==> config.mk <==
export PLATFORM = sky130hd
export DESIGN_NAME = saas_sequencer
export DESIGN_NICKNAME = d
export VERILOG_FILES = /design/src/saas_pkg.sv /design/src/saas_sequencer.sv
export SDC_FILE = /design/constraint.sdc
export NUM_CORES = 1
export LEC_CHECK = 0
export ABC_AREA = 1
export BUFFER_PORTS_ARGS = -buffer_cell sky130_fd_sc_hd__buf_2
export CORE_MARGIN = 2
export CORE_UTILIZATION = 40
export CTS_CLUSTER_DIAMETER = 120
export DETAILED_ROUTE_END_ITERATION = 10
export HOLD_SLACK_MARGIN = 0.02
export SETUP_SLACK_MARGIN = 0.15
export SLEW_MARGIN = 20
export SYNTH_ARGS = -nofsm -noshare
export SYNTH_HDL_FRONTEND = slang
export SYNTH_SLANG_ARGS = --single-unit
==> constraint.sdc <==
create_clock -name ref_clk -period 2.7 [get_ports ref_clk]
set_input_delay 0.54 -clock ref_clk [delete_from_list [all_inputs] [get_ports ref_clk]]
set_output_delay 0.54 -clock ref_clk [all_outputs]
set_load 0.03 [all_outputs]
==> src/saas_pkg.sv <==
// constants, register map and state encoding for the successive approximation sequencer
//
// Overview of operation
// - port line is input when its direction bit is 0, output when 1
// - control bit 3 one selects data register, zero selects direction register
// - trial code leaves as an 8-bit parallel word on converter port
// - converter bits are active high; one turns the weighted bit on
// - control port: comparator on line 7, request on line 1, outputs elsewhere
// - idle holds finished flag high and waits for cycle request high
// - accepted request clears converter word and bit marker before trials
// - finished flag drops after clearing, showing conversion in progress
// - first trial turns on the most significant bit, half scale
// - comparator low means converter above input: clear bit, else keep
// - set, compare, keep-or-clear repeats for each lower bit
// - one-hot marker shifts right per trial; done when it shifts out
// - wait about 8 us settling after setting each trial bit
// - each trial emits decided bit serially with one simulated clock pulse
// - serial bits go out MSB first, each valid right after comparison
// - keep and clear paths take identical time
// - updated code goes to converter port and readable result register
// - conversion time equals bit time times bit count, input independent
// - after last bit, finished flag rises and sequencer awaits next request
// - full 8-bit conversion takes 700 us
// - simulated clock pulse is 7 us wide
package saas_pkg;

    // ----------------------------------------------------------------
    // register map (byte addresses)
    // ----------------------------------------------------------------
    localparam int ADDR_W = 6;
    localparam logic [ADDR_W-1:0] REG_CONV_PORT = 6'h00;
    localparam logic [ADDR_W-1:0] REG_CONV_CTRL = 6'h04;
    localparam logic [ADDR_W-1:0] REG_CTL_PORT = 6'h08;
    localparam logic [ADDR_W-1:0] REG_CTL_CTRL = 6'h0c;
    localparam logic [ADDR_W-1:0] REG_RESULT = 6'h10;
    localparam logic [ADDR_W-1:0] REG_STATUS = 6'h14;

    // ----------------------------------------------------------------
    // fields and reset values
    // ----------------------------------------------------------------
    localparam int CTRL_SEL_BIT = 3;
    localparam int LINE_COMP = 7;
    localparam int LINE_SC = 5;
    localparam int LINE_CF = 4;
    localparam int LINE_SD = 3;
    localparam int LINE_CYCLE = 1;
    localparam int STAT_BUSY_BIT = 0;
    localparam int STAT_STATE_LSB = 1;
    localparam int STAT_MARK_LSB = 8;
    localparam logic [7:0] DIR_RST = 8'h00;
    localparam logic [7:0] CTRL_RST = 8'h00;
    localparam logic [7:0] DATA_RST = 8'h00;
    localparam logic [1:0] RESP_OKAY = 2'h0;
    localparam logic [1:0] RESP_SLVERR = 2'h2;

    // ----------------------------------------------------------------
    // timing
    // ----------------------------------------------------------------
    localparam int CLK_PERIOD_NS = 10;
    localparam int DOC_BITS = 8;
    localparam int CONV_TIME_NS = 700000;
    localparam int SETTLE_TIME_NS = 8000;
    localparam int PULSE_TIME_NS = 7000;
    localparam int BIT_TIME_NS = CONV_TIME_NS / DOC_BITS;
    // least times round up, the per-bit period rounds down
    localparam int SETTLE_CYCLES = (SETTLE_TIME_NS + CLK_PERIOD_NS - 1) / CLK_PERIOD_NS;
    localparam int PULSE_CYCLES = (PULSE_TIME_NS + CLK_PERIOD_NS - 1) / CLK_PERIOD_NS;
    localparam int BIT_CYCLES = BIT_TIME_NS / CLK_PERIOD_NS;
    localparam int TIMER_W = 16;

    typedef enum logic [1:0] {
        ST_IDLE = 2'h0,
        ST_CLEAR = 2'h1,
        ST_TRIAL = 2'h3,
        ST_DONE = 2'h2
    } saas_state_e;

endpackage

==> src/saas_sequencer.sv <==
// successive approximation sequencer with port adapter and AXI4-Lite registers
//
// The implementer's own choices: the AXI4-Lite register port and the address map.
`timescale 1ns/10ps
`default_nettype none

module saas_sequencer
    import saas_pkg::*;
#(
    parameter int DAC_BITS = DOC_BITS,
    parameter int BIT_PERIOD = BIT_CYCLES,
    parameter int SETTLE_WAIT = SETTLE_CYCLES,
    parameter int PULSE_WIDTH = PULSE_CYCLES
) (
    // clock and reset
    input wire logic ref_clk,
    input wire logic reset_n,
    // axi4-lite write address
    input wire logic s_axi_awvalid,
    output logic s_axi_awready,
    input wire logic [ADDR_W-1:0] s_axi_awaddr,
    // axi4-lite write data
    input wire logic s_axi_wvalid,
    output logic s_axi_wready,
    input wire logic [31:0] s_axi_wdata,
    input wire logic [3:0] s_axi_wstrb,
    // axi4-lite write response
    output logic s_axi_bvalid,
    input wire logic s_axi_bready,
    output logic [1:0] s_axi_bresp,
    // axi4-lite read address
    input wire logic s_axi_arvalid,
    output logic s_axi_arready,
    input wire logic [ADDR_W-1:0] s_axi_araddr,
    // axi4-lite read data
    output logic s_axi_rvalid,
    input wire logic s_axi_rready,
    output logic [31:0] s_axi_rdata,
    output logic [1:0] s_axi_rresp,
    // converter output port pins
    output logic [DAC_BITS-1:0] convOut,
    output logic [DAC_BITS-1:0] convOe_n,
    // control port pins
    input wire logic [7:0] ctlIn,
    output logic [7:0] ctlOut,
    output logic [7:0] ctlOe_n
);

    // ----------------------------------------------------------------
    // elaboration checks
    // ----------------------------------------------------------------
    if (DAC_BITS < 1 || DAC_BITS > 8) begin : g_badBits
        $error("DAC_BITS must be 1 to 8");
    end
    if (SETTLE_WAIT < 1 || PULSE_WIDTH < 1) begin : g_badTimes
        $error("settle and pulse counts must be at least one");
    end
    if (SETTLE_WAIT + PULSE_WIDTH >= BIT_PERIOD || BIT_PERIOD >= (1 << TIMER_W)) begin : g_badPer
        $error("bit period must exceed settle plus pulse and fit the timer");
    end

    localparam logic [TIMER_W-1:0] T_SAMPLE = TIMER_W'(SETTLE_WAIT - 1);
    localparam logic [TIMER_W-1:0] T_PULSE_END = TIMER_W'(SETTLE_WAIT + PULSE_WIDTH - 1);
    localparam logic [TIMER_W-1:0] T_BIT_END = TIMER_W'(BIT_PERIOD - 1);
    localparam logic [DAC_BITS-1:0] MSB_MARK = {1'b1, {(DAC_BITS-1){1'b0}}};

    // ----------------------------------------------------------------
    // input synchronisers
    // ----------------------------------------------------------------
    logic [7:0] ctlMeta;
    logic [7:0] ctlSync;

    always_ff @(posedge ref_clk or negedge reset_n) begin
        if (!reset_n) begin
            ctlMeta <= 8'h00;
            ctlSync <= 8'h00;
        end else begin
            ctlMeta <= ctlIn;
            ctlSync <= ctlMeta;
        end
    end

    logic compHigh;
    logic cycleReq;
    assign compHigh = ctlSync[LINE_COMP];
    assign cycleReq = ctlSync[LINE_CYCLE];

    // ----------------------------------------------------------------
    // sequencer state
    // ----------------------------------------------------------------
    saas_state_e state;
    logic [TIMER_W-1:0] bitTimer;
    logic [DAC_BITS-1:0] marker;
    logic [DAC_BITS-1:0] code;
    logic [DAC_BITS-1:0] result;
    logic convDone;
    logic serialBit;
    logic bitClock;

    always_ff @(posedge ref_clk or negedge reset_n) begin
        if (!reset_n) begin
            state <= ST_IDLE;
        end else begin
            case (state)
                ST_IDLE: begin
                    if (cycleReq) begin
                        state <= ST_CLEAR;
                    end
                end
                ST_CLEAR: begin
                    state <= ST_TRIAL;
                end
                ST_TRIAL: begin
                    // marker shifting out ends the run
                    if (bitTimer == T_BIT_END && marker[0]) begin
                        state <= ST_DONE;
                    end
                end
                ST_DONE: begin
                    state <= ST_IDLE;
                end
                default: begin
                    state <= ST_IDLE;
                end
            endcase
        end
    end

    // one fixed period per bit whatever the decision
    always_ff @(posedge ref_clk or negedge reset_n) begin
        if (!reset_n) begin
            bitTimer <= '0;
        end else if (state != ST_TRIAL || bitTimer == T_BIT_END) begin
            bitTimer <= '0;
        end else begin
            bitTimer <= bitTimer + 1'b1;
        end
    end

    // one-hot marker, shifted right per trial
    always_ff @(posedge ref_clk or negedge reset_n) begin
        if (!reset_n) begin
            marker <= '0;
        end else if (state == ST_CLEAR) begin
            marker <= MSB_MARK;
        end else if (state == ST_IDLE && cycleReq) begin
            marker <= '0;
        end else if (state == ST_TRIAL && bitTimer == T_BIT_END) begin
            marker <= marker >> 1;
        end
    end

    // trial code drives the converter word
    always_ff @(posedge ref_clk or negedge reset_n) begin
        if (!reset_n) begin
            code <= '0;
        end else if (state == ST_IDLE && cycleReq) begin
            code <= '0;
        end else if (state == ST_CLEAR) begin
            code <= MSB_MARK;
        end else if (state == ST_TRIAL) begin
            if (bitTimer == T_SAMPLE && !compHigh) begin
                // converter above input: drop the bit
                code <= code & ~marker;
            end else if (bitTimer == T_BIT_END && !marker[0]) begin
                code <= code | (marker >> 1);
            end
        end
    end

    always_ff @(posedge ref_clk or negedge reset_n) begin
        if (!reset_n) begin
            result <= '0;
        end else if (state == ST_TRIAL && bitTimer == T_SAMPLE) begin
            result <= compHigh ? code : (code & ~marker);
        end
    end

    // serial bit valid right after each compare, msb first
    always_ff @(posedge ref_clk or negedge reset_n) begin
        if (!reset_n) begin
            serialBit <= 1'b0;
        end else if (state == ST_TRIAL && bitTimer == T_SAMPLE) begin
            // one for high, zero for low
            serialBit <= compHigh;
        end
    end

    // pulse high for exactly the pulse count
    always_ff @(posedge ref_clk or negedge reset_n) begin
        if (!reset_n) begin
            bitClock <= 1'b0;
        end else if (state == ST_TRIAL && bitTimer == T_SAMPLE) begin
            bitClock <= 1'b1;
        end else if (bitTimer == T_PULSE_END || state != ST_TRIAL) begin
            bitClock <= 1'b0;
        end
    end

    always_ff @(posedge ref_clk or negedge reset_n) begin
        if (!reset_n) begin
            convDone <= 1'b1;
        end else if (state == ST_CLEAR) begin
            convDone <= 1'b0;
        end else if (state == ST_DONE) begin
            convDone <= 1'b1;
        end
    end

    // ----------------------------------------------------------------
    // port adapter registers
    // ----------------------------------------------------------------
    logic [DAC_BITS-1:0] convDir;
    logic [7:0] convCtrl;
    logic [7:0] ctlDir;
    logic [7:0] ctlData;
    logic [7:0] ctlCtrl;

    logic wrFire;
    logic arFire;
    logic wrOk;
    logic rdOk;
    logic [7:0] wrByte;

    // write needs both channels; taken together, response follows
    assign wrFire = s_axi_awvalid & s_axi_wvalid & ~s_axi_bvalid;
    assign s_axi_awready = wrFire;
    assign s_axi_wready = wrFire;
    assign arFire = s_axi_arvalid & ~s_axi_rvalid;
    assign s_axi_arready = ~s_axi_rvalid;
    assign wrByte = s_axi_wdata[7:0];

    always_comb begin
        case (s_axi_awaddr)
            REG_CONV_PORT, REG_CONV_CTRL, REG_CTL_PORT, REG_CTL_CTRL,
            REG_RESULT, REG_STATUS: wrOk = 1'b1;
            default: wrOk = 1'b0;
        endcase
    end

    // direction written while select is zero, control port data once it is one
    // bit 3 routes the port access
    always_ff @(posedge ref_clk or negedge reset_n) begin
        if (!reset_n) begin
            convDir <= DAC_BITS'(DIR_RST);
            convCtrl <= CTRL_RST;
            ctlDir <= DIR_RST;
            ctlData <= DATA_RST;
            ctlCtrl <= CTRL_RST;
        end else if (wrFire && s_axi_wstrb[0]) begin
            case (s_axi_awaddr)
                REG_CONV_PORT: begin
                    // data side of the converter port belongs to the sequencer
                    if (!convCtrl[CTRL_SEL_BIT]) begin
                        convDir <= wrByte[DAC_BITS-1:0];
                    end
                end
                REG_CONV_CTRL: begin
                    convCtrl <= wrByte;
                end
                REG_CTL_PORT: begin
                    if (ctlCtrl[CTRL_SEL_BIT]) begin
                        ctlData <= wrByte;
                    end else begin
                        ctlDir <= wrByte;
                    end
                end
                REG_CTL_CTRL: begin
                    ctlCtrl <= wrByte;
                end
                default: begin
                end
            endcase
        end
    end

    always_ff @(posedge ref_clk or negedge reset_n) begin
        if (!reset_n) begin
            s_axi_bvalid <= 1'b0;
            s_axi_bresp <= RESP_OKAY;
        end else if (wrFire) begin
            s_axi_bvalid <= 1'b1;
            s_axi_bresp <= wrOk ? RESP_OKAY : RESP_SLVERR;
        end else if (s_axi_bready) begin
            s_axi_bvalid <= 1'b0;
        end
    end

    // ----------------------------------------------------------------
    // control port pin drive
    // ----------------------------------------------------------------
    logic [7:0] lineVal;
    logic [7:0] ctlView;

    for (genvar i = 0; i < 8; i++) begin : g_ctlLine
        if (i == LINE_SC) begin : g_sc
            assign lineVal[i] = bitClock;
        end else if (i == LINE_CF) begin : g_cf
            assign lineVal[i] = convDone;
        end else if (i == LINE_SD) begin : g_sd
            assign lineVal[i] = serialBit;
        end else begin : g_sw
            assign lineVal[i] = ctlData[i];
        end
        assign ctlView[i] = ctlDir[i] ? lineVal[i] : ctlSync[i];
    end

    always_ff @(posedge ref_clk or negedge reset_n) begin
        if (!reset_n) begin
            ctlOut <= 8'h00;
            ctlOe_n <= 8'hff;
        end else begin
            ctlOut <= ctlDir & lineVal;
            ctlOe_n <= ~ctlDir;
        end
    end

    // active-high word straight to the converter
    assign convOut = code;
    assign convOe_n = ~convDir;

    // ----------------------------------------------------------------
    // read path
    // ----------------------------------------------------------------
    logic [31:0] rdMux;

    always_comb begin
        rdMux = 32'h0000_0000;
        rdOk = 1'b1;
        case (s_axi_araddr)
            REG_CONV_PORT: begin
                rdMux[DAC_BITS-1:0] = convCtrl[CTRL_SEL_BIT] ? code : convDir;
            end
            REG_CONV_CTRL: rdMux[7:0] = convCtrl;
            REG_CTL_PORT: rdMux[7:0] = ctlCtrl[CTRL_SEL_BIT] ? ctlView : ctlDir;
            REG_CTL_CTRL: rdMux[7:0] = ctlCtrl;
            REG_RESULT: rdMux[DAC_BITS-1:0] = result;
            REG_STATUS: begin
                rdMux[STAT_BUSY_BIT] = ~convDone;
                rdMux[STAT_STATE_LSB +: 2] = state;
                rdMux[STAT_MARK_LSB +: DAC_BITS] = marker;
            end
            default: rdOk = 1'b0;
        endcase
    end

    always_ff @(posedge ref_clk or negedge reset_n) begin
        if (!reset_n) begin
            s_axi_rvalid <= 1'b0;
            s_axi_rdata <= 32'h0000_0000;
            s_axi_rresp <= RESP_OKAY;
        end else if (arFire) begin
            s_axi_rvalid <= 1'b1;
            s_axi_rdata <= rdMux;
            s_axi_rresp <= rdOk ? RESP_OKAY : RESP_SLVERR;
        end else if (s_axi_rready) begin
            s_axi_rvalid <= 1'b0;
        end
    end

    // total time is bit count times bit period, fixed
    // default period gives 700 us for 8 bits at this clock

endmodule // saas_sequencer

`default_nettype wire

==> out/metrics.yaml <==
postRouteWirelength_microns: 16200
drive_gt1_frac: 0.204
tightest_slew_ns: 0.553
met3_usage: 0.0442
irDropWorstVdd_mv: 0.450
max_stage_delay_ns: 0.38
vias: 5348
worst-path-buf-inv: 3
port_buffers: 90
gr-usage-met1: 0.285
cp_max_fo: 4
synth_top_area_frac: 0.478
nets: 943
synthArstFlopShare: 1.00
status: "finished clean"
numCtsBuffers: 17
worstPathRequired_ns: 2.16
synth-compound-area-share: 0.0962
relSlewSlack: 0.631
drt-vias-per-instance: 4.85
dieWidth_microns: 132
synthToLayoutAreaGrowth_pct: 19.0
fp.coreArea_sq_mm: 0.0159
reg2reg_to: "convOut[3]"
p_leak_nw: 3.72
fill_cells: 1624
ctsHoldBuffers: 0
yosysSeqAreaShare: 0.514
rr_worst_depth: 8
cp_top_family: "buffers and inverters"
setup_viol: 0
cp_slowest_cell: "dfrtp_1"
antenna_found_initial: 0
clock_tree.root_cell: "clkbuf_16"
grt_max_degree: 54
start_util: 0.410
post_cts_resized: 0
fin_crit_ns: 1.86
post_cts.repair.setup_buffers: 0
grt_pass1_vias: 4955
dieArea_sq_mm: 0.0174
drt_first_iter_violations: 484
drtAntennaViolNets: 0
rows: 46
grt_pass1_wl_microns: 26800
clock-sinks: 134
place_congestion: 0.855
dr.pass1.iters: 5
hold_class: "in2async"
avgSynthCellArea_sq_um: 8.38
critPathMostFrequentCell: "inv_1"
htreeDepth: 4
rsz0062_at_grt: "false"
worstSetupPathType: "reg2out"
ys_seq_elements: 134
synth_xor_area_frac: 0.00536
design_area_sq_mm: 0.00778
antenna-diode-count: 0
yosys.area_share.simple: 0.277
syn_inst: 780
track_usage: 0.196
busiest_layer: "met2"
synth_top_family_by_area: "simple AND/OR/NAND/NOR gates"
clk_latency_ns: 0.42
yosys-top-cells-area: "dfrtp_1 (48%), nand2_1 (10%), nor2_1 (5.4%)"
fmax_mhz: 538
ys_warn_count: 0
synthAdderAreaFrac: 0.0115
worstPathArrival_ns: 1.32
clk_path_buf_depth: 2
use_met2: 0.290
finalClockSkew_ns: 0.00426
yosys.area.top_type: "dfrtp_1"
boundaryPins: 136
path_cells: "inv_1, nand3_2, inv_1, buf_2"
maxCapViolations: 0
synth_mux_area_frac: 0
yosys.cell_count.top_type: "nand2_1"
grt_overflow_total: 0
clk_pin_slew_ns: 0.06
tritoncts: "yes"
placed_area_sq_mm: 0.00714
synthesis.area_sq_mm: 0.00654
r2r-start: "state[1]"
synth_common_cells: "nand2_1 (182), dfrtp_1 (125), nor2_1 (94)"
endpoint_kind: "output pin"
drcViolationCount: 0
synth_edf_count: 0
p_per_area_mw_per_mm2: 733
rrSetupSlack_ns: 0.89
synth_ff_type: "dfrtp_1"
finalMaxSlewViolations: 0
synth.distinct_cells: 44
final.setup.tns_ns: 0
dp_hpwl_microns: 11500
fp.dieH_microns: 132
hold_viol: 0
cp-start-kind: "flip-flop"
wl_per_cell_microns: 14.7
finalCritPeriodShare: 0.688
## worst max-delay path by stage
stage / slack [ns] / endpoint / start / cells after the start
final: 0.84 / s_axi_wready / s_axi_bvalid / 4
after global routing: 0.70 / convOut[0] / state[0] / 8
after CTS: 0.83 / s_axi_awready / s_axi_bvalid / 4
after detailed placement: 0.75 / convDir[3] / s_axi_awaddr[1] / 4
after global placement: 0.76 / s_axi_rdata[1] / s_axi_araddr[2] / 7
after floorplan: 1.01 / s_axi_wready / s_axi_bvalid / 4
## worst register-to-register path: cells and delay by family (launching register included)
kind                       cells  cell delay, ns
buffers and inverters          3            0.57
and+or+nand+nor                4            0.53
DFF                            1            0.37
adders and majority gates      1            0.24
## layout by cell type (no fill, tap or decap), types with 2 or more instances in the layout
| master | n |
|---|---|
| nand2_1 | 182 |
| dfrtp_1 | 125 |
| nor2_1 | 94 |
| inv_1 | 93 |
| buf_2 | 89 |
| o21ai_0 | 58 |
| nand3_1 | 31 |
| nand4_1 | 28 |
| conb_1 | 18 |
| clkbuf_16 | 17 |
| a21oi_1 | 16 |
| o21ai_1 | 15 |
| nor3_1 | 13 |
| dfstp_2 | 9 |
| o21ai_2 | 8 |
| o31ai_1 | 8 |
| nand2_2 | 6 |
| ha_1 | 6 |
| buf_4 | 6 |
| nor2_2 | 5 |
| clkinv_2 | 5 |
| nor3b_1 | 5 |
| nand3_2 | 5 |
| nor2_4 | 5 |
| bufinv_16 | 5 |
| xor2_1 | 4 |
| inv_2 | 2 |
| or2_2 | 2 |
| nand3_4 | 2 |
| nor3_2 | 2 |
| nor2_8 | 2 |
| a31oi_1 | 2 |
| clkinv_4 | 2 |
## stage by stage
step	hold slack, ns	utilization	setup WS, ns	cells	power, mW
2_1_floorplan	0.244	-	1.01	797	2.90
3_3_place_gp	0.333	0.448	0.763	1071	3.18
3_5_place_dp	0.335	0.448	0.752	1071	3.19
4_1_cts	0.0872	0.488	0.831	1102	5.74
5_1_grt	0.0984	0.488	0.700	1102	5.96
6_report	0.0698	0.488	0.842	1102	5.70
## registers in the layout (all words and copies together) (netlist names), 2 cells and up
name         flops
convOut          8
ctlCtrl          8
ctlMeta          8
s_axi_rdata     16
ctlOe_n          8
bitTimer        16
ctlDir           8
result           8
ctlOut           8
convCtrl         8
ctlData          5
marker           8
convDir          8
state            2
ctlSync          8
## final cells by class
cell class                      count  area [sq um]  area share
Clock buffer                       18           439      0.0564
Sequential cell                   134          3360       0.432
Clock inverter                     13           204      0.0262
Timing Repair Buffer               97           522      0.0670
Tap cell                          216           270      0.0347
Inverter                           97           365      0.0469
Multi-Input combinational cell    527          2620       0.336
## report_power, final
part / internal (mW) / switching, mW / leakage (nW) / total (mW)
registers: 2.14 / 0.110 / 1.77 / 2.25
logic: 0.249 / 0.657 / 1.64 / 0.906
clock network: 1.65 / 0.893 / 0.316 / 2.55
## per-layer routing
layer	routed length, microns	part of all wire
met5	0	0
met2	7090	0.44
met4	240	0.015
met1	8050	0.50
met3	844	0.052
## logic make-up (layout without fill, tap and decap cells)
logic type | count (synthesis) | in the layout
DFF | 134 | 134
adders and majority gates | 6 | 6
xor gates and xnor gates | 4 | 4
AOI/OAI and AO/OA | 112 | 112
and+or+nand+nor | 387 | 387
buffers and inverters | 136 | 225
other | 1 | 18
Power figures use the tool's default switching activity.
